### config.mk
export PLATFORM = sky130hd
export DESIGN_NAME = pia_top
export DESIGN_NICKNAME = d
export VERILOG_FILES = /design/src/hw/pia_pkg.sv /design/src/hw/pia_arbiter.sv /design/src/hw/pia_top.sv
export VERILOG_INCLUDE_DIRS = /design/src /design/src/hw
export SDC_FILE = /design/constraint.sdc
export NUM_CORES = 1
export LEC_CHECK = 0
export ABC_AREA = 0
export BUFFER_PORTS_ARGS = -buffer_cell sky130_fd_sc_hd__buf_2
export CAP_MARGIN = 10
export CORE_UTILIZATION = 29
export CTS_CLUSTER_DIAMETER = 150
export DETAILED_ROUTE_END_ITERATION = 12
export SETUP_SLACK_MARGIN = 0.2
export SYNTH_ARGS = -nofsm -noshare
export SYNTH_HDL_FRONTEND = slang
export SYNTH_HIERARCHICAL = 1
export SYNTH_SLANG_ARGS = --single-unit
### constraint.sdc
create_clock -name clk -period 31.3 [get_ports clk]
set_clock_uncertainty 0.05 [all_clocks]
set_input_delay 6.26 -clock clk [delete_from_list [all_inputs] [get_ports clk]]
set_output_delay 6.26 -clock clk [all_outputs]
set_load 0.1 [all_outputs]
### src/hw/pia_defs.svh
// register offsets, field positions, masks and reset values of the interrupt arbiter
`ifndef PIA_DEFS_SVH
`define PIA_DEFS_SVH
`define PIA_OFF_CTL1      8'h00
`define PIA_OFF_CTL2      8'h04
`define PIA_OFF_CTL3      8'h08
`define PIA_OFF_CTL4      8'h0C
`define PIA_OFF_FLAGS     8'h10
`define PIA_OFF_ENABLE    8'h14
`define PIA_OFF_PRIO0     8'h18
`define PIA_OFF_STATUS    8'h28
`define PIA_OFF_PSW       8'h2C
`define PIA_OFF_CORE      8'h30
`define PIA_OFF_ALTREG    8'h34
`define PIA_RST_ZERO      16'h0000
`define PIA_RST_CTL2      16'h8000
`define PIA_RST_PRIO      16'h4444
`define PIA_MASK_CTL1     16'hFFFE
`define PIA_MASK_CTL2     16'h811F
`define PIA_MASK_CTL3     16'h0171
`define PIA_MASK_CTL4     16'h0001
`define PIA_MASK_PRIO     16'h7777
`define PIA_MASK_ALT      16'h0777
`define PIA_BIT_NEST_DIS  15
`define PIA_BIT_GLOBAL_EN 15
`define PIA_BIT_ALT_VT    8
`define PIA_NUM_EXT       5
`define PIA_PSW_IPL_LSB   5
`define PIA_CORE_TRAP_BIT 3
`define PIA_PRIO_W        3
`define PIA_NIB_W         4
`define PIA_IPL_ALL_MASK  3'h7
`define PIA_RESP_OKAY     2'h0
`define PIA_RESP_SLVERR   2'h2
`endif

### src/hw/pia_pkg.sv
// shared types of the interrupt arbiter
package pia_pkg;
    typedef logic [2:0] pia_prio_t;
    typedef logic [3:0] pia_level_t;
    typedef logic [3:0] pia_idx_t;
    typedef logic [7:0] pia_vec_t;
endpackage : pia_pkg

### src/hw/pia_arbiter.sv
// combinational winner search over pending sources
`timescale 1ns/1ps
`include "pia_defs.svh"
module pia_arbiter #(
    parameter int NSRC = 16
) (
    input  wire logic                       clk,
    input  wire logic                       rst_n,
    input  wire logic [NSRC-1:0]            pend,
    input  wire logic [NSRC*`PIA_PRIO_W-1:0] prio_flat,
    output logic                            win_valid,
    output pia_pkg::pia_idx_t               win_idx,
    output pia_pkg::pia_prio_t              win_prio
);

    // scan from the top vector down so that ties settle on the lowest vector
    always_comb
    begin
        win_valid = 1'b0;
        win_idx   = 4'h0;
        win_prio  = 3'h0;
        for (int i = NSRC - 1; i >= 0; i--)
        begin
            if (pend[i] && prio_flat[i*`PIA_PRIO_W +: `PIA_PRIO_W] != 3'h0 &&
                prio_flat[i*`PIA_PRIO_W +: `PIA_PRIO_W] >= win_prio) // RULE2 RULE3 RULE4
            begin
                win_valid = 1'b1;
                win_idx   = 4'(i);
                win_prio  = prio_flat[i*`PIA_PRIO_W +: `PIA_PRIO_W];
            end
        end
    end

    // helper: true when some other pending source should have won
    function automatic logic better_exists(input pia_pkg::pia_idx_t w,
                                           input pia_pkg::pia_prio_t p);
        logic found;
        pia_pkg::pia_prio_t q;
        found = 1'b0;
        for (int i = 0; i < NSRC; i++)
        begin
            q = prio_flat[i*`PIA_PRIO_W +: `PIA_PRIO_W];
            if (pend[i] && q != 3'h0 && (q > p || (q == p && 4'(i) < w)))
                found = 1'b1;
        end
        return found;
    endfunction : better_exists
endmodule : pia_arbiter

### src/hw/pia_top.sv
// interrupt arbiter: axi4-lite registers, request capture, core request port
//
// The register addresses and the AXI4-Lite register port were chosen for this implementation.
`timescale 1ns/1ps
`include "pia_defs.svh"
// Behaviour
// RULE1: priority sits in low three bits of each nibble; nibble top reads zero
// RULE2: user priorities 1 lowest to 7 highest rank the sources
// RULE3: a source with priority zero is never taken
// RULE4: highest priority wins; ties go to the lowest vector number
// RULE5: during an exception only strictly higher priority may preempt
// RULE6: equal priority lower vector arriving during an exception stays pending
// RULE7: hardware sets each request flag; software clears it
// RULE8: a source requests only while its enable bit is set
// RULE9: status latches winner vector number and its new level
// RULE10: software writes the three cpu priority bits, effective at once
// RULE11: software can clear but never set the trap level bit
// RULE12: control one holds nesting disable on top plus trap flags and enables
// RULE13: control two holds global enable, alternate table enable, edge polarities
// RULE14: control three holds soft trap status; control four the hard trap bit
// RULE15: a register holds level and two alternate context selects
// RULE16: a request starts only when above the 4-bit cpu priority
// RULE17: user sources reach levels 1 to 7; 8 to 15 belong to traps
// RULE18: cpu priority bits at 111 mask every user source
// RULE19: nesting disable makes the cpu priority bits read-only to software
// RULE20: pending is flag, enable and nonzero priority; one request plus vector out
module pia_top #(
    parameter int                NSRC     = 16,
    parameter pia_pkg::pia_vec_t VEC_BASE = 8'h00
) (
    input  wire logic        clk,
    input  wire logic        rst_n,
    input  wire logic [7:0]  s_axi_awaddr,
    input  wire logic        s_axi_awvalid,
    output logic             s_axi_awready,
    input  wire logic [31:0] s_axi_wdata,
    input  wire logic [3:0]  s_axi_wstrb,
    input  wire logic        s_axi_wvalid,
    output logic             s_axi_wready,
    output logic [1:0]       s_axi_bresp,
    output logic             s_axi_bvalid,
    input  wire logic        s_axi_bready,
    input  wire logic [7:0]  s_axi_araddr,
    input  wire logic        s_axi_arvalid,
    output logic             s_axi_arready,
    output logic [31:0]      s_axi_rdata,
    output logic [1:0]       s_axi_rresp,
    output logic             s_axi_rvalid,
    input  wire logic        s_axi_rready,
    input  wire logic [NSRC-1:0] src_req,
    input  wire logic [15:0] soft_trap_set,
    input  wire logic        trap_level_set,
    input  wire logic        cpu_irq_ack,
    input  wire logic        core_ipl_load,
    input  wire logic [3:0]  core_ipl_value,
    output logic             cpu_irq_req,
    output pia_pkg::pia_vec_t   cpu_irq_vector,
    output pia_pkg::pia_level_t cpu_irq_level,
    output pia_pkg::pia_level_t cpu_priority,
    output logic             alt_vector_table_enable
);

    localparam int         NBANK   = NSRC / 4;
    localparam logic [5:0] NBANK_W = 6'(NSRC / 4);

    // the winner index is four bits and the flag bank one 16-bit register
    if (NSRC < 4 || NSRC > 16 || NSRC % 4 != 0)
    begin : g_bad_nsrc
        $error("NSRC must be 4, 8, 12 or 16");
    end

    logic [15:0]     ctl1_reg;
    logic [15:0]     ctl2_reg;
    logic [15:0]     ctl3_reg;
    logic [15:0]     ctl4_reg;
    logic [15:0]     alt_reg;
    logic [NSRC-1:0] flags_reg;
    logic [NSRC-1:0] en_reg;
    logic [15:0]     prio_reg [NBANK];
    logic [2:0]      ipl_reg;
    logic            trap_bit_reg;
    logic            busy_reg;
    logic            req_reg;
    pia_pkg::pia_vec_t   vec_reg;
    pia_pkg::pia_level_t lvl_reg;
    logic [NSRC-1:0] sync1_reg;
    logic [NSRC-1:0] sync2_reg;
    logic [NSRC-1:0] sync3_reg;
    logic [NSRC-1:0] flag_set;
    logic [NSRC-1:0] pend;
    logic [NSRC*`PIA_PRIO_W-1:0] prio_flat;
    logic            win_valid;
    pia_pkg::pia_idx_t   win_idx;
    pia_pkg::pia_prio_t  win_prio;
    logic            aw_held_reg;
    logic            w_held_reg;
    logic [7:0]      wr_addr_reg;
    logic [15:0]     wr_data_reg;
    logic [1:0]      wr_strb_reg;
    logic            bvalid_reg;
    logic [1:0]      bresp_reg;
    logic            rvalid_reg;
    logic [1:0]      rresp_reg;
    logic [15:0]     rdata_reg;
    logic [15:0]     rd_data;
    logic            wr_fire;
    logic            nest_dis;
    logic            global_request_enable;
    pia_pkg::pia_level_t cpu_level;

    // byte lanes 0 and 1 carry the 16-bit registers
    function automatic logic [15:0] merge16(input logic [15:0] old,
                                            input logic [15:0] d,
                                            input logic [1:0]  s);
        return {s[1] ? d[15:8] : old[15:8], s[0] ? d[7:0] : old[7:0]};
    endfunction : merge16

    function automatic logic prio_hit(input logic [7:0] a);
        logic [7:0] d;
        d = a - `PIA_OFF_PRIO0;
        return a >= `PIA_OFF_PRIO0 && d[7:2] < NBANK_W && a[1:0] == 2'h0;
    endfunction : prio_hit

    function automatic logic addr_ok(input logic [7:0] a);
        case (a)
            `PIA_OFF_CTL1, `PIA_OFF_CTL2, `PIA_OFF_CTL3, `PIA_OFF_CTL4,
            `PIA_OFF_FLAGS, `PIA_OFF_ENABLE, `PIA_OFF_STATUS,
            `PIA_OFF_PSW, `PIA_OFF_CORE, `PIA_OFF_ALTREG: return 1'b1;
            default: return prio_hit(a);
        endcase
    endfunction : addr_ok

    function automatic logic wr_hit(input logic [7:0] off);
        return wr_fire && wr_addr_reg == off;
    endfunction : wr_hit

    function automatic pia_pkg::pia_prio_t prio_of(input int i);
        return prio_reg[i / 4][(i % 4) * `PIA_NIB_W +: `PIA_PRIO_W]; // RULE1
    endfunction : prio_of

    assign nest_dis  = ctl1_reg[`PIA_BIT_NEST_DIS];
    assign global_request_enable       = ctl2_reg[`PIA_BIT_GLOBAL_EN];
    assign cpu_level = {trap_bit_reg, ipl_reg}; // RULE16
    assign wr_fire   = aw_held_reg && w_held_reg;

    // write channel: address and data taken in either order, response after both
    assign s_axi_awready = !aw_held_reg && !bvalid_reg;
    assign s_axi_wready  = !w_held_reg && !bvalid_reg;
    always_ff @(posedge clk)
    begin
        if (!rst_n)
        begin
            aw_held_reg <= 1'b0;
            w_held_reg  <= 1'b0;
            wr_addr_reg <= 8'h00;
            wr_data_reg <= 16'h0000;
            wr_strb_reg <= 2'h0;
            bvalid_reg  <= 1'b0;
            bresp_reg   <= `PIA_RESP_OKAY;
        end
        else
        begin
            if (s_axi_awvalid && s_axi_awready)
            begin
                aw_held_reg <= 1'b1;
                wr_addr_reg <= s_axi_awaddr;
            end
            if (s_axi_wvalid && s_axi_wready)
            begin
                w_held_reg  <= 1'b1;
                wr_data_reg <= s_axi_wdata[15:0];
                wr_strb_reg <= s_axi_wstrb[1:0];
            end
            if (wr_fire)
            begin
                aw_held_reg <= 1'b0;
                w_held_reg  <= 1'b0;
                bvalid_reg  <= 1'b1;
                bresp_reg   <= addr_ok(wr_addr_reg) ? `PIA_RESP_OKAY : `PIA_RESP_SLVERR;
            end
            else if (s_axi_bready)
                bvalid_reg <= 1'b0;
        end
    end
    assign s_axi_bvalid = bvalid_reg;
    assign s_axi_bresp  = bresp_reg;

    // read mux; unmapped words read zero and answer slverr
    always_comb
    begin
        rd_data = 16'h0000;
        case (s_axi_araddr)
            `PIA_OFF_CTL1:   rd_data = ctl1_reg;
            `PIA_OFF_CTL2:   rd_data = ctl2_reg;
            `PIA_OFF_CTL3:   rd_data = ctl3_reg;
            `PIA_OFF_CTL4:   rd_data = ctl4_reg;
            `PIA_OFF_FLAGS:  rd_data = 16'(flags_reg);
            `PIA_OFF_ENABLE: rd_data = 16'(en_reg);
            `PIA_OFF_STATUS: rd_data = {4'h0, lvl_reg, vec_reg}; // RULE9
            `PIA_OFF_PSW:    rd_data = 16'({ipl_reg, 5'h00});
            `PIA_OFF_CORE:   rd_data = 16'({trap_bit_reg, 3'h0});
            `PIA_OFF_ALTREG: rd_data = alt_reg; // RULE15
            default:
            begin
                if (prio_hit(s_axi_araddr))
                    rd_data = prio_reg[2'((s_axi_araddr - `PIA_OFF_PRIO0) >> 2)];
            end
        endcase
    end

    // read channel: one word in flight, rdata held until rready
    assign s_axi_arready = !rvalid_reg;
    always_ff @(posedge clk)
    begin
        if (!rst_n)
        begin
            rvalid_reg <= 1'b0;
            rresp_reg  <= `PIA_RESP_OKAY;
            rdata_reg  <= 16'h0000;
        end
        else if (s_axi_arvalid && s_axi_arready)
        begin
            rvalid_reg <= 1'b1;
            rdata_reg  <= rd_data;
            rresp_reg  <= addr_ok(s_axi_araddr) ? `PIA_RESP_OKAY : `PIA_RESP_SLVERR;
        end
        else if (s_axi_rready)
            rvalid_reg <= 1'b0;
    end
    assign s_axi_rvalid = rvalid_reg;
    assign s_axi_rresp  = rresp_reg;
    assign s_axi_rdata  = {16'h0000, rdata_reg};

    // control words; unimplemented bits are masked so they read zero
    always_ff @(posedge clk)
    begin
        if (!rst_n)
        begin
            ctl1_reg <= `PIA_RST_ZERO;
            ctl2_reg <= `PIA_RST_CTL2;
            ctl3_reg <= `PIA_RST_ZERO;
            ctl4_reg <= `PIA_RST_ZERO;
            alt_reg  <= `PIA_RST_ZERO;
        end
        else
        begin
            if (wr_hit(`PIA_OFF_CTL1)) // RULE12
                ctl1_reg <= merge16(ctl1_reg, wr_data_reg, wr_strb_reg) & `PIA_MASK_CTL1;
            if (wr_hit(`PIA_OFF_CTL2)) // RULE13
                ctl2_reg <= merge16(ctl2_reg, wr_data_reg, wr_strb_reg) & `PIA_MASK_CTL2;
            // a trap event in the clearing cycle survives the clear
            if (wr_hit(`PIA_OFF_CTL3)) // RULE14
                ctl3_reg <= (merge16(ctl3_reg, wr_data_reg, wr_strb_reg) | soft_trap_set)
                            & `PIA_MASK_CTL3;
            else
                ctl3_reg <= (ctl3_reg | soft_trap_set) & `PIA_MASK_CTL3;
            if (wr_hit(`PIA_OFF_CTL4)) // RULE14
                ctl4_reg <= merge16(ctl4_reg, wr_data_reg, wr_strb_reg) & `PIA_MASK_CTL4;
            if (wr_hit(`PIA_OFF_ALTREG)) // RULE15
                alt_reg <= merge16(alt_reg, wr_data_reg, wr_strb_reg) & `PIA_MASK_ALT;
        end
    end
    assign alt_vector_table_enable = ctl2_reg[`PIA_BIT_ALT_VT];

    // source pins: two flops, then a third for the edge; low inputs pick polarity
    always_ff @(posedge clk)
    begin
        if (!rst_n)
        begin
            sync1_reg <= '0;
            sync2_reg <= '0;
            sync3_reg <= '0;
        end
        else
        begin
            sync1_reg <= src_req;
            sync2_reg <= sync1_reg;
            sync3_reg <= sync2_reg;
        end
    end
    always_comb
    begin
        for (int i = 0; i < NSRC; i++)
        begin
            if (i < `PIA_NUM_EXT && ctl2_reg[i])
                flag_set[i] = !sync2_reg[i] && sync3_reg[i];
            else
                flag_set[i] = sync2_reg[i] && !sync3_reg[i];
        end
    end

    // flags, enables and priorities; a new event wins over a clear
    always_ff @(posedge clk)
    begin
        if (!rst_n)
        begin
            flags_reg <= '0;
            en_reg    <= '0;
            for (int k = 0; k < NBANK; k++)
                prio_reg[k] <= `PIA_RST_PRIO;
        end
        else
        begin
            if (wr_hit(`PIA_OFF_FLAGS))
                flags_reg <= NSRC'(merge16(16'(flags_reg), wr_data_reg, wr_strb_reg))
                             | flag_set; // RULE7
            else
                flags_reg <= flags_reg | flag_set; // RULE7
            if (wr_hit(`PIA_OFF_ENABLE))
                en_reg <= NSRC'(merge16(16'(en_reg), wr_data_reg, wr_strb_reg));
            for (int k = 0; k < NBANK; k++)
            begin
                if (wr_fire && prio_hit(wr_addr_reg) &&
                    2'((wr_addr_reg - `PIA_OFF_PRIO0) >> 2) == 2'(k))
                    prio_reg[k] <= merge16(prio_reg[k], wr_data_reg, wr_strb_reg)
                                   & `PIA_MASK_PRIO; // RULE1
            end
        end
    end

    // pending terms feed the winner search
    always_comb
    begin
        for (int i = 0; i < NSRC; i++)
        begin
            prio_flat[i*`PIA_PRIO_W +: `PIA_PRIO_W] = prio_of(i);
            pend[i] = flags_reg[i] && en_reg[i] && prio_of(i) != 3'h0; // RULE3 RULE8 RULE20
        end
    end

    pia_arbiter #(
        .NSRC      (NSRC)
    ) u_arb (
        .clk       (clk),
        .rst_n     (rst_n),
        .pend      (pend),
        .prio_flat (prio_flat),
        .win_valid (win_valid),
        .win_idx   (win_idx),
        .win_prio  (win_prio)
    );

    // cpu priority: entry raises it to the taken level, the core may reload it
    always_ff @(posedge clk)
    begin
        if (!rst_n)
        begin
            ipl_reg      <= 3'h0;
            trap_bit_reg <= 1'b0;
            busy_reg     <= 1'b0;
        end
        else
        begin
            if (cpu_irq_ack && req_reg)
                ipl_reg <= lvl_reg[2:0]; // RULE5 RULE6
            else if (core_ipl_load)
                ipl_reg <= core_ipl_value[2:0];
            else if (wr_hit(`PIA_OFF_PSW) && !nest_dis) // RULE10 RULE19
                ipl_reg <= wr_data_reg[`PIA_PSW_IPL_LSB +: 3];
            // software may only clear; a trap entry in the same cycle still sets
            if (trap_level_set || (core_ipl_load && core_ipl_value[3]))
                trap_bit_reg <= 1'b1;
            else if (core_ipl_load)
                trap_bit_reg <= 1'b0;
            else if (wr_hit(`PIA_OFF_CORE) && wr_strb_reg[0] &&
                     !wr_data_reg[`PIA_CORE_TRAP_BIT])
                trap_bit_reg <= 1'b0; // RULE11
            if (cpu_irq_ack && req_reg)
                busy_reg <= 1'b1;
            else if (core_ipl_load)
                busy_reg <= 1'b0;
        end
    end

    // status latch and request; user levels never exceed 7 so traps stay above
    always_ff @(posedge clk)
    begin
        if (!rst_n)
        begin
            vec_reg <= 8'h00;
            lvl_reg <= 4'h0;
            req_reg <= 1'b0;
        end
        else
        begin
            if (win_valid)
            begin
                vec_reg <= VEC_BASE + {4'h0, win_idx}; // RULE9
                lvl_reg <= {1'b0, win_prio}; // RULE17
            end
            req_reg <= global_request_enable && win_valid && !cpu_irq_ack &&
                       {1'b0, win_prio} > cpu_level && // RULE16 RULE18
                       !(nest_dis && busy_reg);
        end
    end
    assign cpu_irq_req    = req_reg;
    assign cpu_irq_vector = vec_reg;
    assign cpu_irq_level  = lvl_reg;
    assign cpu_priority   = cpu_level;
endmodule : pia_top

==> reports/results.ini, run 1 <==
[outcome]
outcome=finished clean

[critical_path]
cp.required_ns=31.66
critPathTopFamily=compound AO/OA/AOI/OAI gates
crit_fanout=9
rrSetupSlack_ns=6.97
arrival_ns=24.69
crit_top_cell=ha_1
slowest_delay_ns=0.53
reg2reg_to=cpu_irq_req
reg2reg_from=prio_reg[3][10]
crit_type=flop to flop
cp_slowest_cell=nand4_1
critPathCaptureType=flop
critPathLaunchType=flop
crit_buf_inv=4
reg2reg_depth=118

[timing]
finalSetupViolCount=0
period_needed_ns=24.33
hold_violations=0
relSlewSlack_pct=20.2
max_freq_mhz=41.1
worst_slew_pin_slew_ns=1.19
fin_hold_ws_ns=0.380
fin_setup_tns_ns=0
fin_crit_sh_pct=77.7
maxSlewViolCount=0
rsz0062_at_grt=false

[yosys]
synth_ff_type=dfxtp_1
synthAdderAreaFrac_pct=2.97
synth-xor-area-share_pct=0.214
synth-async-reset-ratio_pct=0
ys_seq_elements=226
synthMuxAreaShare_pct=10.3
synthSimpleGateAreaFrac_pct=22.6
synth_edf_count=48
synth_top_family_by_area=simple AND/OR/NAND/NOR gates
syn_area_per_cell_um2=8.94
synth_compound_area_share_pct=18.1
synthCells=1377
synth_cell_types=109
ys_seq_area_share_pct=40.7
syn-cell-area_um2=12300
synthesis.yosys.warnings=6

[job]
maxCapViolCount=0

[power_and_ir_drop]
p_per_area_nw_per_um2=48.8
p_leak_nw=5.60
vdd_drop_max_mv=0.0335
switching_share_pct=28.1
p_sw_w=0.000192
clkPwrFrac_pct=42.3
pwr-share-comb_pct=10.6
power_frac_seq_pct=47.1
internal-power_w=0.000489

[final_layout]
antenna_cells=0
fin_nets=1570
areaGrowthSynthToFinish_pct=13.4
largest_register_ffs=48
drive_above_1_share_pct=15.6
final_core_util_pct=33.3

[clocking]
cts_buffer_depth=3
cts_tree=built
cts-root-buf=clkbuf_16
cts_resized=0
hold_buffers=0
post-cts-setup-buffers=0
cts_buffers=23
clock_latency_ns=0.53
cts.htree.levels=1
cts_sinks=226
clk_pin_slew_ns=0.07

[global_route]
gr-max-usage-layer=met2
antenna_found_initial=0
grt_max_degree=73
met1_usage_pct=24.9
grtUsageMet2_pct=26.8
track_usage_pct=17.4
use_met3_pct=3.08
grt_pass1_vias=10100
grt_pass1_wl_um=59200
grt-ovfl-total=0

[routing]
wl_um=38700
dr.pass1.iters=5
drtIter0Drc=1128
wire_per_inst_um=19.3
vias=10700
drc=0
ant_nets=0
viasPerCell=5.36

[floorplanning]
initial_core_util_pct=29.4
die-area_um2=43300
die_y_um=208
coreArea_um2=41900
ioPinCount=157
num_rows=75
die_w_um=208

[placed_design]
place_congestion=0.921
io_buffers=104
hpwl_um=29500

[worst_hold_path]
worstHoldStart=sync1_reg[5]
worst_hold_path_type=flop to flop
hold_end=sync2_reg[5]
hold_depth=1

power groups by stage:
stage	clock (W)	sequential, W	combinational, W
after global routing	0.000303	0.000322	0.0000770
after CTS	0.000290	0.000320	0.0000718
after floorplan	0	0.000328	0.0000504
final	0.000288	0.000320	0.0000720
after global placement	0	0.000326	0.0000707
after detailed placement	0	0.000327	0.0000716
synth_stat cells, types with 10 or more instances:
cell type / count / share of area, %
inv_1: 42 / 1.3
mux2i_1: 93 / 7.6
ha_1: 25 / 2.5
dfxtp_1: 178 / 29
nor3_1: 14 / 0.57
a21oi_1: 111 / 4.5
o21ai_0: 45 / 1.8
nand2b_1: 30 / 1.5
o21a_1: 12 / 0.73
nor2b_1: 10 / 0.51
o311a_1: 17 / 1.4
edfxtp_1: 48 / 12
clkbuf_1: 46 / 1.4
buf_2: 10 / 0.41
a31oi_1: 12 / 0.61
nand3_1: 36 / 1.5
buf_4: 25 / 1.5
nand2_1: 172 / 5.2
nor2_1: 141 / 4.3
and2_1: 58 / 2.9
cells by family after synthesis:
logic type,count (synthesis)
simple gates,557
compound gates,319
flops,226
buf+inv,131
mux,110
fa+ha+maj,30
xor+xnor,3
other cells,1
placed cells by master, fill, tap and decap left out, drive strengths merged, types with 15 or more instances in the layout:
cell / instances
and2: 66
clkbuf: 33
o21ai: 51
ha: 25
dfxtp: 178
nand2: 173
conb: 23
inv: 46
buf: 111
a31oi: 15
nor2: 141
edfxtp: 48
nor3: 15
nand2b: 30
mux2i: 93
a21oi: 112
nand3: 36
o311a: 17
layer usage:
| layer | share of wire [%] | routed length [um] |
|---|---|---|
| met1 | 46 | 17900 |
| met2 | 43 | 16600 |
| met3 | 8.1 | 3130 |
| met4 | 2.7 | 1060 |
| met5 | 0 | 0 |
area by class of cell:
cell class                      instances  area, um^2
Fill cell                            4397       27900
Multi-Input combinational cell       1042        6750
Sequential cell                       226        5000
Clock buffer                           33         686
Tap cell                              539         674
Timing Repair Buffer                  111         573
Inverter                               43         163
Clock inverter                          9         104
worst max-delay path by stage:
| stage | slack (ns) | endpoint | from | cells past startpoint |
|---|---|---|---|---|
| 6_report | 6.97 | cpu_irq_req | prio_reg[3][10] | 118 |
| 5_1_grt | 5.26 | cpu_irq_req | prio_reg[3][10] | 117 |
| 4_1_cts | 7.05 | cpu_irq_req | prio_reg[3][10] | 118 |
| 3_5_place_dp | 7.09 | cpu_irq_req | prio_reg[3][10] | 117 |
| 2_1_floorplan | 9.82 | cpu_irq_req | prio_reg[3][10] | 119 |
| 3_3_place_gp | 7.58 | cpu_irq_req | prio_reg[3][10] | 116 |
stage by stage:
| step | power, W | cell area [um^2] | setup slack, ns | std cells |
|---|---|---|---|---|
| after floorplan | 0.000379 | 12400 | 9.82 | 1399 |
| after global placement | 0.000397 | 13200 | 7.58 | 1961 |
| after detailed placement | 0.000398 | 13200 | 7.09 | 1961 |
| after CTS | 0.000682 | 14000 | 7.05 | 2003 |
| after global routing | 0.000702 | 14000 | 5.26 | 2003 |
| final | 0.000680 | 14000 | 6.97 | 2003 |
worst reg2reg max path, delay by kind of cell, from the launching register on:
family                   cells  cell delay [ns]
buffers and inverters        4             0.32
AO/OA/AOI/OAI               46             8.60
AND/OR/NAND/NOR             46             8.55
flip-flops                   1             0.44
multiplexers                 5             1.54
adder cells (fa/ha/maj)     17             4.71
Power figures use the tool's default switching activity.
==> inputs of run 2 (changes only) <==
- clock period: 31.3 -> 25.4 ns (I/O delays scaled with it)
==> reports/results.ini, run 2 (same netlist as run 1, synthesis figures left out) <==
[outcome]
outcome=finished clean  ; unchanged

[final_layout]
antenna_cells=0  ; unchanged
final_core_util_pct=33.3  ; about the same
final_cell_mix=dfxtp_1 (178), nand2_1 (172), nor2_1 (139), a21oi_1 (108), buf_2 (104)  ; was dfxtp_1 (178), nand2_1 (172), nor2_1 (141), a21oi_1 (111), buf_2 (104)
layout.cells.most_common=dfxtp_1  ; unchanged
fin_nets=1574  ; was 1570
largest_register_ffs=48  ; unchanged
drive_above_1_share_pct=16.3  ; was 15.6%
areaGrowthSynthToFinish_pct=13.4  ; about the same
nFillCells=4302  ; was 4397

[power_and_ir_drop]
p_leak_nw=5.60  ; about the same
power_frac_seq_pct=49.0  ; was 47.1%
switching_share_pct=27.7  ; was 28.1%
p_sw_w=0.000224  ; was 0.000192 W
vdd_drop_max_mv=0.0377  ; was 0.0335 mV
pwr-share-comb_pct=11.0  ; was 10.6%
p_per_area_nw_per_um2=57.9  ; was 48.8 nW/um^2
clkPwrFrac_pct=40.0  ; was 42.3%
internal-power_w=0.000583  ; was 0.000489 W

[critical_path]
crit_top_cell=ha_1  ; unchanged
cp_slowest_cell=edfxtp_1  ; was nand4_1
reg2reg_depth=118  ; unchanged
reg2reg_to=cpu_irq_req  ; unchanged
arrival_ns=23.89  ; was 24.69 ns
rrSetupSlack_ns=1.85  ; was 6.97 ns
crit_fanout=9  ; unchanged
crit_type=flop to flop  ; unchanged
cp.required_ns=25.74  ; was 31.66 ns
critPathLaunchType=flop  ; unchanged
critPathCaptureType=flop  ; unchanged
reg2reg_from=prio_reg[3][11]  ; was prio_reg[3][10]
slowest_delay_ns=0.46  ; was 0.53 ns

[floorplanning]
die_w_um=208  ; unchanged
num_rows=75  ; unchanged
initial_core_util_pct=29.4  ; unchanged
coreArea_um2=41900  ; unchanged
die-area_um2=43300  ; unchanged
die_y_um=208  ; unchanged
ioPinCount=157  ; unchanged

[routing]
wl_met1_um=17800  ; was 17900 um
drtIter0Drc=983  ; was 1128
vias=10700  ; about the same
dr.pass1.iters=5  ; unchanged
wl_met3_um=3160  ; was 3130 um
met2_length_um=16600  ; about the same
wire_per_inst_um=19.3  ; about the same
wl_um=38700  ; about the same
ant_nets=0  ; unchanged
viasPerCell=5.35  ; was 5.36
highest_layer=met5  ; was met4
drc=0  ; unchanged

[timing]
maxSlewViolCount=0  ; unchanged
max_freq_mhz=42.5  ; was 41.1 MHz
period_needed_ns=23.55  ; was 24.33 ns
relSlewSlack_pct=25.6  ; was 20.2%
fin_hold_ws_ns=0.380  ; about the same
hold_violations=0  ; unchanged
fin_crit_sh_pct=92.7  ; was 77.7%
worst_slew_pin_slew_ns=1.11  ; was 1.19 ns
fin_setup_tns_ns=0  ; unchanged
setup_slack_ns=1.85  ; was 6.97 ns
finalSetupViolCount=0  ; unchanged
rsz0062_at_grt=false  ; unchanged

[worst_hold_path]
worstHoldStart=sync1_reg[5]  ; unchanged
worst_hold_path_type=flop to flop  ; unchanged
hold_depth=1  ; unchanged
hold_end=sync2_reg[5]  ; unchanged

[global_route]
grt_pass1_vias=9914  ; was 10100
grt-ovfl-total=0  ; unchanged
grt_max_degree=69  ; was 73
grt_pass1_wl_um=58900  ; was 59200 um
antenna_found_initial=1  ; was 0
track_usage_pct=17.4  ; about the same

[clocking]
clk_pin_slew_ns=0.06  ; was 0.07 ns
cts-root-buf=clkbuf_16  ; unchanged
hold_buffers=0  ; unchanged
clock_latency_ns=0.52  ; was 0.53 ns
cts_buffer_depth=3  ; unchanged
cts_buffers=23  ; unchanged
cts_sinks=226  ; unchanged
cts_tree=built  ; unchanged
cts.htree.levels=1  ; unchanged

[placed_design]
post-place-ws_ns=1.32  ; was 7.09 ns
hpwl_um=29400  ; was 29500 um
place_congestion=0.921  ; about the same
io_buffers=104  ; unchanged

[job]
maxCapViolCount=0  ; unchanged

[run 2: changes by cell type in the layout (fill, tap and decap cells not counted), sizes merged]
| cell | before | now |
|---|---|---|
| buf | 111 | 115 |
| bufinv | 1 | 0 |
| clkbuf | 33 | 34 |
| clkinvlp | 2 | 1 |
| inv | 46 | 45 |
[run 2: worst max-delay path by stage]
stage | start | end | cells after the start
2_1_floorplan | prio_reg[3][10] | cpu_irq_req | 119
3_3_place_gp | prio_reg[3][10] | cpu_irq_req | 116
3_5_place_dp | prio_reg[3][11] | cpu_irq_req | 116
4_1_cts | prio_reg[3][11] | cpu_irq_req | 116
5_1_grt | prio_reg[3][11] | cpu_irq_req | 124
6_report | prio_reg[3][11] | cpu_irq_req | 118
[run 2: per-layer routing]
metal / track usage (%) / vias to the layer above
met4: 4.90 / 2
met3: 3.34 / 69
li1: - / 5069
met2: 26.4 / 449
met1: 24.9 / 5134
met5: 0 / -
[run 2: cell type report]
| class | count | area, um^2 | area share, % |
|---|---|---|---|
| multi-input combinational | 1042 | 6800 | 48.7 |
| sequential | 226 | 5000 | 35.9 |
| tap | 539 | 674 | 4.83 |
| clock buffer | 34 | 669 | 4.80 |
| timing repair buffer | 115 | 603 | 4.32 |
| inverter | 43 | 163 | 1.17 |
| clock inverter | 6 | 38.8 | 0.278 |
[run 2: power by group through the flow]
stage,Sequential (W),Clock (W),Combinational [W]
after detailed placement,0.000403,0,0.0000883
final,0.000395,0.000323,0.0000891
after global routing,0.000396,0.000345,0.0000950
after floorplan,0.000404,0,0.0000621
after global placement,0.000402,0,0.0000874
after CTS,0.000395,0.000328,0.0000885
[run 2: what timing repair did]
item / in CTS / in global routing
gates resized for setup: 0 / 13
buffers inserted: 0 / 3
setup endpoints to repair: 0 / 8
[run 2: stage by stage]
step	instances	instance area (um^2)	power [W]
floorplan	1399	12400	0.000466
global placement	1962	13200	0.000490
detailed placement	1962	13200	0.000491
CTS	2002	13900	0.000811
global route	2005	14000	0.000836
finish	2005	14000	0.000807
[run 2: critical path, delay by kind of cell (launching register included)]
kind | cells | cell delay [ns]
AOI/OAI and AO/OA | 50 | 9.15
DFF | 1 | 0.46
muxes | 5 | 1.45
buffers and inverters | 4 | 0.28
adders and majority gates | 18 | 4.85
and+or+nand+nor | 41 | 7.10
